===== src/inc/ucr_pkg.sv =====
// Purpose: Shared constants and state types of the serial transceiver
// Assumes: Byte-wide register bus, 16x baud tick from a divisor
// Notes:   Offsets are byte addresses on a 3-bit address bus
package ucr_pkg;
    localparam logic [2:0] OFF_DATA  = 3'h0;
    localparam logic [2:0] OFF_IER   = 3'h1;
    localparam logic [2:0] OFF_IIR   = 3'h2;
    localparam logic [2:0] OFF_LCR   = 3'h3;
    localparam logic [2:0] OFF_MCR   = 3'h4;
    localparam logic [2:0] OFF_LSR   = 3'h5;
    localparam logic [2:0] OFF_MSR   = 3'h6;
    localparam logic [2:0] OFF_SCR   = 3'h7;
    localparam logic [7:0] RST_BYTE  = 8'h00;
    localparam logic [7:0] RST_IIR   = 8'h01;
    localparam logic [6:0] RST_LSR   = 7'h60;
    localparam logic [15:0] RST_DIV  = 16'h0001;
    localparam int LCR_STB   = 2;
    localparam int LCR_PEN   = 3;
    localparam int LCR_EPS   = 4;
    localparam int LCR_STICK = 5;
    localparam int LCR_BRK   = 6;
    localparam int LCR_DSEL  = 7;
    localparam int MCR_LOOP  = 4;
    localparam logic [1:0] IID_LINE  = 2'h3;
    localparam logic [1:0] IID_RXD   = 2'h2;
    localparam logic [1:0] IID_HOLDING_EMPTY_FLAG  = 2'h1;
    localparam logic [1:0] IID_MODEM = 2'h0;
    localparam logic [5:0] TICK_LAST = 6'h0f;
    localparam logic [5:0] TICK_MID  = 6'h07;
    localparam logic [5:0] STOP_ONE  = 6'h10;
    localparam logic [5:0] STOP_HALF = 6'h18;
    localparam logic [5:0] STOP_TWO  = 6'h20;
    typedef enum logic [4:0] {
        TX_IDLE = 5'h01, TX_START = 5'h02, TX_DATA = 5'h04,
        TX_PAR  = 5'h08, TX_STOP  = 5'h10
    } ucr_tx_t;
    typedef enum logic [4:0] {
        RX_IDLE = 5'h01, RX_START = 5'h02, RX_DATA = 5'h04,
        RX_PAR  = 5'h08, RX_STOP  = 5'h10
    } ucr_rx_t;
endpackage


===== src/core/ucr_uart.sv =====
// Purpose: Byte-register serial transceiver with modem control
// Assumes: One clock; all pins synchronous to core_clk
// Notes:   master_reset is the documented reset; reset_n powers up all
// Contract
// - Master reset zeroes enables, format, modem control; ident reads 01
// - Each interrupt source drops on its own read or write, or reset
// - Master reset sets line status low bits 110 0000; bit 7 reads 0
// - Master reset clears modem change flags; state bits follow pins
// - Length code 00..11 selects 5 to 8 data bits both ways
// - Stop-count bit 0 gives one stop bit sent and checked
// - Stop-count 1 with 5-bit length sends one and a half stops
// - Line control reads back what was last written
// - Offset 0 reads receive buffer, writes holding register
// - Offsets 1 to 7 decode; divisor select maps 0,1 to divisor
// - Modem status holds four change flags low, four states high
// - Line control bit 7 is the divisor select bit
// - Bits 3 to 6 are parity on, even, stick, set break
// - Line status bits 0-6 and modem control bits 0-4 as mapped
// - Enable bits 0-3; ident bit 0 low when pending, id in 2:1
// - Longer lengths with stop-count 1 send two stops, check one
// - Parity follows data; odd or even; stick forces inverse select
// - Set break forces serial output low outside loopback, transmitter untouched
// - Modem state bits are the complement of active-low pins; in loopback they are modem control bits
`timescale 1ns/1ps
`default_nettype none

module ucr_fifo #(
    parameter int WIDTH = 8,
    parameter int DEPTH = 4
) (
    // Clock and reset
    input  wire logic             core_clk,
    input  wire logic             clear,
    // Fill side
    input  wire logic             inValid,
    output logic                  inReady,
    input  wire logic [WIDTH-1:0] inData,
    // Drain side
    output logic                  outValid,
    input  wire logic             outReady,
    output logic      [WIDTH-1:0] outData
);
    localparam int AW = (DEPTH > 1) ? $clog2(DEPTH) : 1;
    localparam logic [AW:0] FULL = (AW+1)'(DEPTH);
    logic [WIDTH-1:0] store [DEPTH];
    logic [AW-1:0]    wrIdx;
    logic [AW-1:0]    rdIdx;
    logic [AW:0]      count;
    logic             doPush;
    logic             doPop;

    function automatic logic [AW-1:0] bump(input logic [AW-1:0] i);
        bump = (32'(i) == DEPTH - 1) ? '0 : i + 1'b1;
    endfunction

    assign inReady  = (count != FULL);
    assign outValid = (count != '0);
    assign outData  = store[rdIdx];
    assign doPush   = inValid && inReady;
    assign doPop    = outValid && outReady;

    always_ff @(posedge core_clk) begin
        if (doPush) begin
            store[wrIdx] <= inData;
        end
    end

    always_ff @(posedge core_clk) begin
        if (clear) begin
            wrIdx <= '0;
            rdIdx <= '0;
            count <= '0;
        end else begin
            if (doPush) begin
                wrIdx <= bump(wrIdx);
            end
            if (doPop) begin
                rdIdx <= bump(rdIdx);
            end
            count <= count + {{AW{1'b0}}, doPush} - {{AW{1'b0}}, doPop};
        end
    end
endmodule

module ucr_uart import ucr_pkg::*; #(
    parameter int RX_DEPTH = 4
) (
    // Clock and resets
    input  wire logic       core_clk,
    input  wire logic       reset_n,
    input  wire logic       master_reset,
    // Register bus
    input  wire logic       chipSel,
    input  wire logic       rdStb,
    input  wire logic       wrStb,
    input  wire logic [2:0] regAddr,
    input  wire logic [7:0] wrData,
    output logic      [7:0] rdData,
    output logic            dataOe,
    // Serial link
    input  wire logic       serialIn,
    output logic            serialOut,
    // Modem pins, active low
    input  wire logic       ctsN,
    input  wire logic       dsrN,
    input  wire logic       riN,
    input  wire logic       dcdN,
    output logic            dtrN,
    output logic            rtsN,
    output logic            out1N,
    output logic            out2N,
    // Interrupt
    output logic            irqOut
);
    logic        clr;
    logic [7:0]  intEnable, lineControl, modemControl, scratchByte;
    logic [7:0]  txHolding, txShift;
    logic [15:0] divisor, baudCnt;
    logic [7:0]  divisorLow, divisorHigh;
    logic        tick, holdEmpty, threPend, txPar, txLine, txOut;
    logic        load, loop, rd, wr, dsel, divWr;
    ucr_tx_t     txState;
    ucr_rx_t     rxState;
    logic [5:0]  txCnt, rxCnt, stopTicks;
    logic [2:0]  txBit, rxBit, lastBit;
    logic [7:0]  rxShift, rxData, fifoHead, lsrVal, iirVal, regValue;
    logic        rxIn, rxParBit, rxPush, rxRead, inReady, outValid;
    logic [2:0]  rxErrSet;
    logic        overrun, parErr, frameErr, breakSeen;
    logic [3:0]  modemNow, modemPrev, modemDelta;
    logic        lsIrq, rxIrq, thIrq, msIrq, pend;
    logic [1:0]  iid;

    function automatic logic parityBit(input logic [7:0] d,
                                       input logic [7:0] line_control);
        logic x;
        x = ^(d & (8'hff >> (2'h3 - line_control[1:0])));
        if (line_control[LCR_STICK]) begin
            parityBit = ~line_control[LCR_EPS];
        end else begin
            parityBit = line_control[LCR_EPS] ? x : ~x;
        end
    endfunction

    assign clr     = !reset_n || master_reset;
    assign rd      = chipSel && rdStb;
    assign wr      = chipSel && wrStb;
    assign dsel    = lineControl[LCR_DSEL];
    assign loop    = modemControl[MCR_LOOP];
    assign divisor = {divisorHigh, divisorLow};
    assign lastBit = {1'b1, lineControl[1:0]};
    assign load    = tick && (txState == TX_IDLE) && !holdEmpty;
    assign rxRead  = rd && (regAddr == OFF_DATA) && !dsel;
    assign divWr   = wr && dsel
                     && (regAddr == OFF_DATA || regAddr == OFF_IER);

    // Divisor latches survive master reset
    always_ff @(posedge core_clk) begin
        if (!reset_n) begin
            {divisorHigh, divisorLow} <= RST_DIV;
            txHolding   <= RST_BYTE;
            scratchByte <= RST_BYTE;
        end else if (wr) begin
            if (regAddr == OFF_DATA && dsel) divisorLow <= wrData;
            if (regAddr == OFF_IER && dsel) divisorHigh <= wrData;
            if (regAddr == OFF_DATA && !dsel) txHolding <= wrData;
            if (regAddr == OFF_SCR) scratchByte <= wrData;
        end
    end

    always_ff @(posedge core_clk) begin
        if (clr) begin
            intEnable    <= RST_BYTE;
            lineControl  <= RST_BYTE;
            modemControl <= RST_BYTE;
        end else if (wr) begin
            if (regAddr == OFF_IER && !dsel) intEnable <= {4'h0, wrData[3:0]};
            if (regAddr == OFF_LCR) lineControl <= wrData;
            if (regAddr == OFF_MCR) modemControl <= {3'h0, wrData[4:0]};
        end
    end

    // 16x tick; divisor 0 behaves as 1; divisor write restarts count
    always_ff @(posedge core_clk) begin
        if (clr || (baudCnt <= 16'h0001 && !divWr)) begin
            baudCnt <= divisor;
            tick    <= !clr;
        end else if (divWr) begin
            baudCnt <= 16'h0001;
            tick    <= 1'b0;
        end else begin
            baudCnt <= baudCnt - 16'h0001;
            tick    <= 1'b0;
        end
    end

    always_ff @(posedge core_clk) begin
        if (clr) begin
            holdEmpty <= 1'b1;
        end else if (wr && regAddr == OFF_DATA && !dsel) begin
            holdEmpty <= 1'b0;
        end else if (load) begin
            holdEmpty <= 1'b1;
        end
    end

    always_comb begin
        if (!lineControl[LCR_STB]) begin
            stopTicks = STOP_ONE;
        end else if (lineControl[1:0] == 2'h0) begin
            stopTicks = STOP_HALF;
        end else begin
            stopTicks = STOP_TWO;
        end
    end

    always_ff @(posedge core_clk) begin
        if (clr) begin
            txState <= TX_IDLE;
            txCnt   <= '0;
            txBit   <= '0;
            txShift <= RST_BYTE;
            txPar   <= 1'b1;
        end else if (tick) begin
            txCnt <= txCnt + 6'h01;
            case (txState)
                TX_IDLE: begin
                    txCnt <= '0;
                    if (!holdEmpty) begin
                        txShift <= txHolding;
                        txPar   <= parityBit(txHolding, lineControl);
                        txState <= TX_START;
                    end
                end
                TX_START: begin
                    if (txCnt == TICK_LAST) begin
                        txCnt   <= '0;
                        txBit   <= '0;
                        txState <= TX_DATA;
                    end
                end
                TX_DATA: begin
                    if (txCnt == TICK_LAST) begin
                        txCnt   <= '0;
                        txShift <= txShift >> 1;
                        txBit   <= txBit + 3'h1;
                        if (txBit == lastBit) begin
                            txState <= lineControl[LCR_PEN] ? TX_PAR
                                                            : TX_STOP;
                        end
                    end
                end
                TX_PAR: begin
                    if (txCnt == TICK_LAST) begin
                        txCnt   <= '0;
                        txState <= TX_STOP;
                    end
                end
                TX_STOP: begin
                    if (txCnt == stopTicks - 6'h01) begin
                        txCnt   <= '0;
                        txState <= TX_IDLE;
                    end
                end
                default: txState <= TX_IDLE;
            endcase
        end
    end

    always_comb begin
        case (txState)
            TX_START: txLine = 1'b0;
            TX_DATA:  txLine = txShift[0];
            TX_PAR:   txLine = txPar;
            default:  txLine = 1'b1;
        endcase
    end

    assign txOut = txLine && !lineControl[LCR_BRK];
    assign rxIn  = loop ? txOut : serialIn;

    always_ff @(posedge core_clk) begin
        if (clr) begin
            serialOut <= 1'b1;
        end else begin
            serialOut <= loop ? 1'b1 : txOut;
        end
    end

    always_ff @(posedge core_clk) begin
        rxPush   <= 1'b0;
        rxErrSet <= '0;
        if (clr) begin
            rxState  <= RX_IDLE;
            rxCnt    <= '0;
            rxBit    <= '0;
            rxShift  <= RST_BYTE;
            rxData   <= RST_BYTE;
            rxParBit <= 1'b0;
        end else if (tick) begin
            rxCnt <= rxCnt + 6'h01;
            case (rxState)
                RX_IDLE: begin
                    rxCnt <= '0;
                    if (!rxIn) begin
                        rxState <= RX_START;
                    end
                end
                RX_START: begin
                    if (rxCnt == TICK_MID) begin
                        rxCnt   <= '0;
                        rxBit   <= '0;
                        rxShift <= RST_BYTE;
                        rxState <= rxIn ? RX_IDLE : RX_DATA;
                    end
                end
                RX_DATA: begin
                    if (rxCnt == TICK_LAST) begin
                        rxCnt          <= '0;
                        rxShift[rxBit] <= rxIn;
                        rxBit          <= rxBit + 3'h1;
                        if (rxBit == lastBit) begin
                            rxParBit <= 1'b0;
                            rxState  <= lineControl[LCR_PEN] ? RX_PAR
                                                             : RX_STOP;
                        end
                    end
                end
                RX_PAR: begin
                    if (rxCnt == TICK_LAST) begin
                        rxCnt    <= '0;
                        rxParBit <= rxIn;
                        rxState  <= RX_STOP;
                    end
                end
                RX_STOP: begin
                    // Only the first stop bit is checked
                    if (rxCnt == TICK_LAST) begin
                        rxCnt       <= '0;
                        rxData      <= rxShift;
                        rxPush      <= 1'b1;
                        rxErrSet[0] <= lineControl[LCR_PEN] && (rxParBit
                                       != parityBit(rxShift, lineControl));
                        rxErrSet[1] <= !rxIn;
                        rxErrSet[2] <= !rxIn && rxShift == RST_BYTE
                                       && !rxParBit;
                        rxState     <= RX_IDLE;
                    end
                end
                default: rxState <= RX_IDLE;
            endcase
        end
    end

    ucr_fifo #(.WIDTH(8), .DEPTH(RX_DEPTH)) rxFifo (
        .core_clk (core_clk),
        .clear    (clr),
        .inValid  (rxPush),
        .inReady  (inReady),
        .inData   (rxData),
        .outValid (outValid),
        .outReady (rxRead),
        .outData  (fifoHead)
    );

    // Error flags: a new event beats the clearing read
    always_ff @(posedge core_clk) begin
        if (clr) begin
            {breakSeen, frameErr, parErr, overrun} <= '0;
        end else begin
            overrun   <= (rxPush && !inReady)
                         || (overrun && !(rd && regAddr == OFF_LSR));
            parErr    <= rxErrSet[0] || (parErr && !(rd && regAddr == OFF_LSR));
            frameErr  <= rxErrSet[1]
                         || (frameErr && !(rd && regAddr == OFF_LSR));
            breakSeen <= rxErrSet[2]
                         || (breakSeen && !(rd && regAddr == OFF_LSR));
        end
    end

    assign lsrVal = {1'b0, holdEmpty && txState == TX_IDLE, holdEmpty,
                     breakSeen, frameErr, parErr, overrun, outValid};

    always_comb begin
        if (loop) begin
            modemNow = {modemControl[3], modemControl[2],
                        modemControl[0], modemControl[1]};
        end else begin
            modemNow = ~{dcdN, riN, dsrN, ctsN};
        end
    end

    always_ff @(posedge core_clk) begin
        modemPrev <= modemNow;
        if (clr) begin
            modemDelta <= '0;
        end else begin
            modemDelta[1:0] <= (modemNow[1:0] ^ modemPrev[1:0])
                | (modemDelta[1:0] & ~{2{rd && regAddr == OFF_MSR}});
            modemDelta[2] <= (modemPrev[2] && !modemNow[2])
                | (modemDelta[2] && !(rd && regAddr == OFF_MSR));
            modemDelta[3] <= (modemNow[3] ^ modemPrev[3])
                | (modemDelta[3] && !(rd && regAddr == OFF_MSR));
        end
    end

    assign lsIrq = intEnable[2] && (overrun | parErr | frameErr | breakSeen);
    assign rxIrq = intEnable[0] && outValid;
    assign thIrq = intEnable[1] && threPend;
    assign msIrq = intEnable[3] && (modemDelta != 4'h0);
    assign pend  = lsIrq | rxIrq | thIrq | msIrq;

    always_comb begin
        if (lsIrq) iid = IID_LINE;
        else if (rxIrq) iid = IID_RXD;
        else if (thIrq) iid = IID_HOLDING_EMPTY_FLAG;
        else iid = IID_MODEM;
    end

    assign iirVal = {5'h00, iid, ~pend};

    always_ff @(posedge core_clk) begin
        if (clr) begin
            threPend <= 1'b0;
        end else begin
            threPend <= (load && !(wr && regAddr == OFF_DATA && !dsel))
                || (threPend && !(wr && regAddr == OFF_DATA && !dsel)
                    && !(rd && regAddr == OFF_IIR && iid == IID_HOLDING_EMPTY_FLAG));
        end
    end

    always_comb begin
        case (regAddr)
            OFF_DATA: regValue = dsel ? divisorLow : fifoHead;
            OFF_IER:  regValue = dsel ? divisorHigh : intEnable;
            OFF_IIR:  regValue = iirVal;
            OFF_LCR:  regValue = lineControl;
            OFF_MCR:  regValue = modemControl;
            OFF_LSR:  regValue = lsrVal;
            OFF_MSR:  regValue = {modemPrev, modemDelta};
            default:  regValue = scratchByte;
        endcase
    end

    always_ff @(posedge core_clk) begin
        dataOe <= rd && reset_n;
        if (!reset_n) begin
            rdData <= RST_BYTE;
        end else if (rd) begin
            rdData <= regValue;
        end
    end

    always_ff @(posedge core_clk) begin
        if (clr) begin
            {dtrN, rtsN, out1N, out2N, irqOut} <= 5'h1f;
            irqOut <= 1'b0;
        end else begin
            dtrN   <= !(modemControl[0] && !loop);
            rtsN   <= !(modemControl[1] && !loop);
            out1N  <= !(modemControl[2] && !loop);
            out2N  <= !(modemControl[3] && !loop);
            irqOut <= pend;
        end
    end
endmodule

`default_nettype wire


===== config.mk =====
export PLATFORM = sky130hd
export DESIGN_NAME = ucr_uart
export DESIGN_NICKNAME = d
export VERILOG_FILES = /design/src/inc/ucr_pkg.sv /design/src/core/ucr_uart.sv
export SDC_FILE = /design/constraint.sdc
export NUM_CORES = 1
export LEC_CHECK = 0
export BUFFER_PORTS_ARGS = -buffer_cell sky130_fd_sc_hd__buf_2
export CORE_MARGIN = 2
export CORE_UTILIZATION = 36
export DETAILED_ROUTE_END_ITERATION = 8
export GPL_ROUTABILITY_DRIVEN = 0
export SETUP_SLACK_MARGIN = 0.2
export SYNTH_ARGS = -nofsm -noshare
export SYNTH_HDL_FRONTEND = slang
export SYNTH_SLANG_ARGS = --single-unit
export TNS_END_PERCENT = 5

===== constraint.sdc =====
create_clock -name core_clk -period 5.5 [get_ports core_clk]
set_clock_uncertainty 0.15 [all_clocks]
set_input_delay 0.825 -clock core_clk [delete_from_list [all_inputs] [get_ports core_clk]]
set_output_delay 0.825 -clock core_clk [all_outputs]
set_load 0.01 [all_outputs]

==> Yosys cells after proc, flatten, opt, wreduce, memory -nomap -nowiden <==
Memories as Yosys holds them, arrays and structs flattened. A register that Yosys moved wholly into a read port is not among the register bits.
Cells that the tools add are included.
{ "word_totals": {"ff_bits": 160, "mem_bits_rw": 32, "input_bits": 22, "word_cells": 298, "memories": 1} }
{ "mem_list": {"columns": ["name", "words", "width", "rd", "rd_ports_with_merged_regs", "wr", "line_no", "rtl"], "rows": [
  ["rxFifo.store", 4, 8, 1, 1, 1, "ucr_uart.sv:45", "logic [WIDTH-1:0] store [DEPTH];"]
]} }
{ "classes": {"addsub": 11, "n_lt_le_gt_ge": 3, "n_eq_ne": 40, "shifts": 1, "muxes": 71, "bitwise": 24, "reduce_logical": 106} }
{ "ops": {"columns": ["cell", "count"], "rows": [
  ["two-way mux 5 bit", 13],
  ["one-hot mux 8 bit (7 select lines)", 1],
  ["one-hot mux 5 bit (5 select lines)", 2],
  ["two-way mux 8 bit", 6],
  ["logical AND 1 bit", 47],
  ["two-way mux 6 bit", 6],
  ["one-hot mux 6 bit (3 select lines)", 2],
  ["two-way mux 16 bit", 2],
  ["one-hot mux 8 bit (2 select lines)", 2],
  ["!= test 2 bit (second input constant)", 12],
  ["zero test 1 bit", 19],
  ["two-way mux 1 bit", 19],
  ["bitwise AND 8 bit", 2],
  ["<= comparator 16 x 1 -> 1 bit (second input constant)", 1],
  ["XOR reduction 8 bit", 2],
  ["subtractor 16 x 1 -> 16 bit (second input constant)", 1],
  ["two-way mux 3 bit", 5],
  ["AND reduction 2 bit", 7],
  ["AND reduction 7 bit", 2],
  ["adder 6 x 1 -> 6 bit (second input constant)", 2],
  ["equality test 3 bit (second input constant)", 4],
  ["equality test 6 x 4 -> 1 bit (second input constant)", 2],
  ["two-way mux 2 bit", 6],
  ["one-hot mux 3 bit (2 select lines)", 2],
  ["other kinds (49)", 89]
]} }

==> Logic depth before layout (Yosys ltp) <==
Gate-level depths: netlist of run 1.
{ "logic_depth": {"depth_word": 13, "mapped_depth": 10, "ltp_nobuf": 8} }

==> Modules after synthesis <==
Synthesis of run 1 repeated with hierarchy kept, for this count alone.
{ "hier_totals": {"hier_cells": 980, "hier_area_um2": 9216.3} }
{ "by_module_without_submodules": {"columns": ["module", "n_inst", "cells_each", "area_each_um2", "seq_area_each_um2"], "rows": [
  ["ucr_uart", 1, 889, 7584.8, 3062.9],
  ["ucr_fifo", 1, 91, 1631.6, 1141.1]
]} }

==> Least setup slack after synthesis of run 1 <==
Ideal clock, no wire load.
{ "synth_path": {"path_kind": "input-to-reg", "startpoint": "in regAddr[0]", "endpoint": "reg rxFifo.count[1]", "arrival_ns": 2.509, "required_ns": 5.235, "path_slack_ns": 2.726, "cell_stages": 9, "n_path_buf": 2, "cell_sequence": "buf_2 > nor4_1 > and3_1 > clkbuf_1 > ha_1 > inv_1 > ha_1 > fa_1 > and2_1"} }
{ "synth_via": {"elab_chain_len": 5} }
{ "synth_lines": {"columns": ["item", "line_no", "rtl"], "rows": [
  ["start: declaration", "ucr_uart.sv:96", "input wire logic [2:0] regAddr,"],
  ["zero test 3 bit", "ucr_uart.sv:153", "assign rxRead = rd && (regAddr == OFF_DATA) && !dsel;"],
  ["logical AND 1 bit (2 in a row)", "ucr_uart.sv:153", null],
  ["logical AND 1 bit", "ucr_uart.sv:60", "assign doPop = outValid && outReady;"],
  ["named net rxFifo.doPop", "ucr_uart.sv:50", "logic doPop;"],
  ["subtractor 3 x 1 -> 3 bit", "ucr_uart.sv:80", "count <= count + {{AW{1'b0}}, doPush} - {{AW{1'b0}}, doPop};"],
  ["end signal: assignment", "ucr_uart.sv:80", null],
  ["end: declaration", "ucr_uart.sv:48", "logic [AW:0] count;"]
]} }
The timed path passes the listed nets, and every way through them passes these cells.
A chain may end at the register's enable or synchronous reset.

==> Worst setup path after layout of run 1 <==
{ "layout_path": {"startpoint": "in regAddr[1]", "endpoint": "reg baudCnt[7]"} }
{ "layout_via": {"elab_chain_len": 7, "elab_cells_between_ends": 9} }
{ "layout_lines": {"columns": ["item", "line_no", "rtl"], "rows": [
  ["equality test 3 x 1 -> 1 bit or zero test 3 bit (tied branches)", "ucr_uart.sv:155", "&& (regAddr == OFF_DATA || regAddr == OFF_IER);"],
  ["logical OR 1 bit (*)", "ucr_uart.sv:155", null],
  ["logical AND 1 bit (*)", "ucr_uart.sv:155", null],
  ["zero test 1 bit", "ucr_uart.sv:185", "if (clr || (baudCnt <= 16'h0001 && !divWr)) begin"],
  ["logical AND 1 bit", "ucr_uart.sv:185", null],
  ["logical OR 1 bit", "ucr_uart.sv:185", null],
  ["two-way mux 16 bit (*)", "ucr_uart.sv:185", null],
  ["end signal: assignment", "ucr_uart.sv:186", "baudCnt <= divisor;"],
  ["end signal: assignment", "ucr_uart.sv:192", "baudCnt <= baudCnt - 16'h0001;"],
  ["end: declaration", "ucr_uart.sv:118", "logic [15:0] divisor, baudCnt;"]
]} }
Mark *: on every way between the ends. The rest lies on a longest branch, timed or not.

==> impl_metrics.env, run 1 <==
export IMPL_fin_nets=1036
export IMPL_cts_root_buf="clkbuf_16"
export IMPL_cts_hold_buf=0
export IMPL_worstPathMaxFanout=31
export IMPL_route_detailed_drc=0
export IMPL_ys_flop_type="dfxtp_1"
export IMPL_place_hpwl_mm=15.96
export IMPL_grt_pass1_vias=6709
export IMPL_synth_xor_area_share_pct=3.948
export IMPL_worst_ir_drop_vdd_uv=234.5
export IMPL_clock_latency_ns=0.45
export IMPL_slowest_stage="nand2_2"
export IMPL_clockBufferDepth=2
export IMPL_syn2layout_area_growth_pct=10.29
export IMPL_tightest_slew_ns=0.7918
export IMPL_antenna_found_initial=0
export IMPL_cap_violations=0
export IMPL_gr_total_overflow=0
export IMPL_p_per_area_nw_per_um2=275.4
export IMPL_synth_top_area_share_pct=34.34
export IMPL_routed_wl_mm=22.84
export IMPL_syn_inst=997
export IMPL_path_cells="buf_2, or3b_1, o221a_1, nand3_2, nand2_2, mux2_1"
export IMPL_async_flop_share_pct=0
export IMPL_synthTopCellsByArea="dfxtp_1, edfxtp_1, mux2i_1"
export IMPL_drive_above_1_share_pct=12.76
export IMPL_leakage_nw=3.553
export IMPL_status="complete, no violations"
export IMPL_critical_path_class="input port to flop"
export IMPL_die_y_um=166.0
export IMPL_max_freq_mhz=372.4
export IMPL_period_minus_slack_ns=2.685
export IMPL_syn_area_um2=9444
export IMPL_grt_pass1_wl_mm=37.09
export IMPL_core_area_um2=25910
export IMPL_drtAntennaViolNets=0
export IMPL_viasPerCell=5.297
export IMPL_start_kind="input port"
export IMPL_synth_edf_count=32
export IMPL_slew_limit_headroom_pct=47.04
export IMPL_synth_mux_area_share_pct=9.075
export IMPL_cts_sinks=194
export IMPL_clkTransAtPathRegs_ns=0.08
export IMPL_r2r_slack_ns=2.94
export IMPL_fp_row_count=59
export IMPL_synth_top_area_cell="dfxtp_1"
export IMPL_cp_top_family="simple AND/OR/NAND/NOR gates"
export IMPL_track_usage_pct=16.70
export IMPL_cts_made_buffers=17
export IMPL_yosysSeqAreaShare_pct=44.52
export IMPL_cp_required_ns=5.68
export IMPL_cts_resized=0
export IMPL_cts_setup_buffers=0
export IMPL_instances_no_fill=1346
export IMPL_port_buffers=36
export IMPL_hold_class="flop to flop"
export IMPL_final_setup_worst_slack_ns=2.815
export IMPL_avgSynthCellArea_um2=9.472
export IMPL_antenna_cells=0
export IMPL_pre_cts_ws_ns=2.399
export IMPL_ys_seq_elements=194
export IMPL_design_area_um2=10420
export IMPL_drt_wirelength_per_cell_um=16.97
export IMPL_arrival_ns=2.87
export IMPL_crit_path_end_kind="flop"
export IMPL_synth_top_family_by_area="simple AND/OR/NAND/NOR gates"
export IMPL_grt_setup_unrepaired="false"
export IMPL_io_pins=37
export IMPL_synthAdderAreaFrac_pct=2.199
export IMPL_synth_nets=1035
export IMPL_dpl_cell_area_um2=9791
export IMPL_synthSimpleGateAreaFrac_pct=22.16
export IMPL_cts_htree_levels=4
export IMPL_dr_total_vias=7130
export IMPL_yosysUniqueCellTypes=88
export IMPL_grt_max_degree=45
export IMPL_final_max_slew_viol_count=0
export IMPL_setup_tns_ns=0
export IMPL_cts_tree="built"
export IMPL_synthTopCellsByCount="dfxtp_1, nand2_1, nor2_1"
export IMPL_fin_crit_sh_pct=48.82
export IMPL_placed_cells=1314
export IMPL_final_hold_viol_count=0
export IMPL_slowest_delay_ns=0.51
export IMPL_setup_viol=0
export IMPL_yosysMostFrequentCell="dfxtp_1"
export IMPL_synth_warning_count=0
export IMPL_drt_iter0_drc=522
export IMPL_fp_dieArea_um2=27540
export IMPL_p_total_w=0.002869
export IMPL_die_w_um=166.0
export IMPL_synth_compound_area_share_pct=13.92
export IMPL_cp_num_buf_inv=1
export IMPL_initial_core_util_pct=36.45
export IMPL_drtPass1Iterations=5
final cells by class:
class	instances	area (um2)
clock inverters	15	200.2
fillers	2546	15490
inverters	27	101.3
multi-input cells	717	4848
repair buffers	41	217.7
flip-flops and latches	194	4204
clock buffers	17	425.4
well taps	335	419.2
sequential cells by signal, indices dropped and copies added (netlist names), 4 cells and up, named ones only:
| name | cells |
|---|---|
| baudCnt | 16 |
| txShift | 8 |
| divisorLow | 8 |
| scratchByte | 8 |
| txState | 5 |
| modemControl | 5 |
| txHolding | 8 |
| txCnt | 6 |
| rxState | 5 |
| rxShift | 8 |
| lineControl | 8 |
| rxData | 8 |
| divisorHigh | 8 |
| rxFifo.store | 32 |
| intEnable | 4 |
| modemPrev | 4 |
| modemDelta | 4 |
| rdData | 8 |
| rxCnt | 6 |
per-stage QoR:
step | utilization [%] | hold slack, ns
final | 40.20 | 0.2937
after global routing | 40.20 | 0.3080
after CTS | 40.20 | 0.2956
after detailed placement | 37.79 | 0.2782
after floorplan | - | 0.2309
after global placement | 37.79 | 0.2734
path summary, 6_finish.rpt:
kind             startpoint    endpoint  depth (start not counted)
min             rxErrSet[1]    frameErr                          2
min reg2reg     rxErrSet[1]    frameErr                          2
max              regAddr[1]  baudCnt[7]                          6
max reg2reg  lineControl[7]  baudCnt[7]                          5
placed cells by master, fill, tap and decap left out, types with 5 or more instances in the layout:
master	count
dfxtp_1	162
nand2_1	120
nor2_1	104
mux2i_1	62
o21ai_0	40
a21oi_1	37
buf_2	36
edfxtp_1	32
xnor2_1	28
inv_1	27
nor3_1	27
nor2b_1	26
nand3_1	20
clkbuf_16	17
ha_1	15
nand2b_1	14
xor2_1	12
a21boi_1	11
and2_1	10
a21boi_0	10
nand4_1	9
nand3b_1	9
a311oi_1	9
o31ai_1	8
mux4_2	8
o31ai_2	7
o21ai_1	7
and3_1	6
o41ai_1	5
o211ai_1	5
buf_4	5
where the power goes:
part,internal (W),switching (W)
Clock,0.000634,0.000666
Combinational,0.0000380,0.0000797
Sequential,0.00144,0.00000734
layer usage:
layer	up-vias	share of wire, %	track usage, %
met5	-	0	0
met2	119	46	26.43
met1	3437	49	23.57
met3	23	3.2	2.955
met4	0	1.5	4.461
li1	3551	-	-
tightest hold or removal path, delay by kind of cell (launching register included):
family / cells / cell delay, ns
AOI/OAI and AO/OA: 1 / 0.04
and+or+nand+nor: 1 / 0.07
DFF: 1 / 0.31
cell families (layout without fill, tap and decap cells):
family,after synthesis,count (layout)
flops,194,194
mux,75,75
buf+inv,86,100
xor+xnor,41,41
fa+ha+maj,16,16
simple gates,400,400
compound gates,185,185
Power figures use the tool's default switching activity.
==> run 2: changes to the inputs <==
- clock period: 5.5 -> 2.4 ns (I/O delays scaled with it)
==> run 2 against run 1 <==
  * Global-route usage rose by 0.40 points
  * Clock power up 110%
  * Routed wire length rose by 4.1%
  * Via count is 2.6% higher
  * First-iteration DRC count rose by 13%
  * Clock-buffer cell count grew 2
  * Hold slack worse by 0.26 ns
  * Register-to-register slack worse by 2.7 ns
  * Critical path depth increased by 1
  * Sequential power grew 130%
  * Highest routed layer unchanged
==> impl_metrics.env, run 2 (same netlist as run 1, synthesis figures left out) <==
export IMPL_power_frac_comb_pct=4.7
export IMPL_drtPass1Iterations=5
export IMPL_grt_pass1_vias=6804
export IMPL_cp_required_ns=2.63
export IMPL_antenna_cells=0
export IMPL_fin_crit_sh_pct=91.73
export IMPL_clockBufferDepth=2
export IMPL_final_hold_viol_count=0
export IMPL_syn2layout_area_growth_pct=14.71
export IMPL_setup_tns_ns=0
export IMPL_period_minus_slack_ns=2.202
export IMPL_dpl_cell_area_um2=10120
export IMPL_viasPerCell=5.260
export IMPL_dr_total_vias=7312
export IMPL_grt_pass1_wl_mm=37.67
export IMPL_fin_nets=1080
export IMPL_final_cell_mix="dfxtp_1, nand2_1, nor2_1"
export IMPL_slew_limit_headroom_pct=63.32
export IMPL_grt_max_degree=37
export IMPL_worstPathMaxFanout=4
export IMPL_route_detailed_drc=0
export IMPL_crit_path_end_kind="flop"
export IMPL_pwr_share_seq_pct=51.9
export IMPL_p_sw_w=0.001569
export IMPL_start_kind="flop"
export IMPL_setup_viol=0
export IMPL_drive_above_1_share_pct=17.54
export IMPL_routed_wl_mm=23.77
export IMPL_port_buffers=36
export IMPL_drt_wirelength_per_cell_um=17.10
export IMPL_initial_core_util_pct=36.45
export IMPL_reg_top3="rxFifo.store x32, baudCnt x16"
export IMPL_track_usage_pct=17.10
export IMPL_die_w_um=166.0
export IMPL_final_max_slew_viol_count=0
export IMPL_p_int_w=0.004839
export IMPL_holdWs_ns=0.03500
export IMPL_place_hpwl_mm=16.90
export IMPL_leakage_nw=3.693
export IMPL_hold_class="input port to flop"
export IMPL_core_area_um2=25910
export IMPL_design_area_um2=10830
export IMPL_clkTransAtPathRegs_ns=0.08
export IMPL_cts_htree_levels=4
export IMPL_tightest_slew_ns=0.5432
export IMPL_max_freq_mhz=454.2
export IMPL_drtAntennaViolNets=0
export IMPL_fp_dieArea_um2=27540
export IMPL_regMostFlops="rxFifo.store"
export IMPL_io_pins=37
export IMPL_status="complete, no violations"
export IMPL_cts_sinks=194
export IMPL_cts_root_buf="clkbuf_16"
export IMPL_pre_cts_ws_ns=0.05766
export IMPL_clock_latency_ns=0.43
export IMPL_fp_row_count=59
export IMPL_antenna_found_initial=0
export IMPL_final_common_cell="dfxtp_1"
export IMPL_p_per_area_nw_per_um2=591.5
export IMPL_gr_total_overflow=0
export IMPL_p_total_w=0.006408
export IMPL_worst_ir_drop_vdd_uv=338.1
export IMPL_grt_setup_unrepaired="true"
export IMPL_critical_path_class="flop to flop"
export IMPL_arrival_ns=2.43
export IMPL_pwr_share_clk_pct=43.4
export IMPL_die_y_um=166.0
export IMPL_final_setup_worst_slack_ns=0.1984
export IMPL_cap_violations=0
export IMPL_switching_share_pct=24.48
export IMPL_cts_made_buffers=17
export IMPL_drt_iter0_drc=591
export IMPL_cts_tree="built"
export IMPL_largest_reg_flops=32
-- run 2: critical path: stages, from the launching register on --
cell     delay [ns]
dfxtp_1        0.35
or3_4          0.40
and3_4         0.18
ha_4           0.25
inv_1          0.04
ha_2           0.16
fa_2           0.50
and2_1         0.11
-- run 2: stage by stage --
step,std cells,util (%)
finish,1390,41.81
global route,1390,41.81
global placement,1350,39.04
floorplan,997,-
detailed placement,1350,39.04
CTS,1383,41.33
-- run 2: power groups by stage --
stage,Combinational (W),Clock (W),Sequential (W)
floorplan,0.000171,0,0.00340
global placement,0.000296,0,0.00340
detailed placement,0.000296,0,0.00340
CTS,0.000298,0.00284,0.00333
global route,0.000324,0.00296,0.00333
finish,0.000302,0.00278,0.00333
-- run 2: cell type report --
type / instances / area, um2
Timing Repair Buffer: 85 / 610.6
Tap cell: 335 / 419.2
Clock inverter: 13 / 113.9
Fill cell: 2517 / 15080
Clock buffer: 19 / 452.9
Multi-Input combinational cell: 717 / 4926
Inverter: 27 / 101.3
Sequential cell: 194 / 4209
-- run 2: timing repair --
action                                 CTS  global route
hold buffers                             0             0
pin swaps                                1             5
buffers inserted                         1             7
endpoints found under the hold margin    0             0
setup endpoints to repair                4            38
gates resized for setup                  1             9
-- run 2: path summary, 6_finish.rpt --
path | cells after the start | from | endpoint | slack, ns
max | 7 | rxFifo.count[1] | rxFifo.count[1] | 0.20
min | 2 | riN | modemPrev[2] | 0.03
max reg2reg | 7 | rxFifo.count[1] | rxFifo.count[1] | 0.20
min reg2reg | 2 | rxErrSet[1] | frameErr | 0.29
-- run 2: layer usage --
metal / vias up / part of all wire (%) / track usage [%]
met5: - / 0 / 0
met4: 0 / 1.9 / 4.726
met3: 37 / 4.4 / 3.527
met2: 149 / 47 / 27.60
met1: 3504 / 47 / 23.30
li1: 3622 / - / -
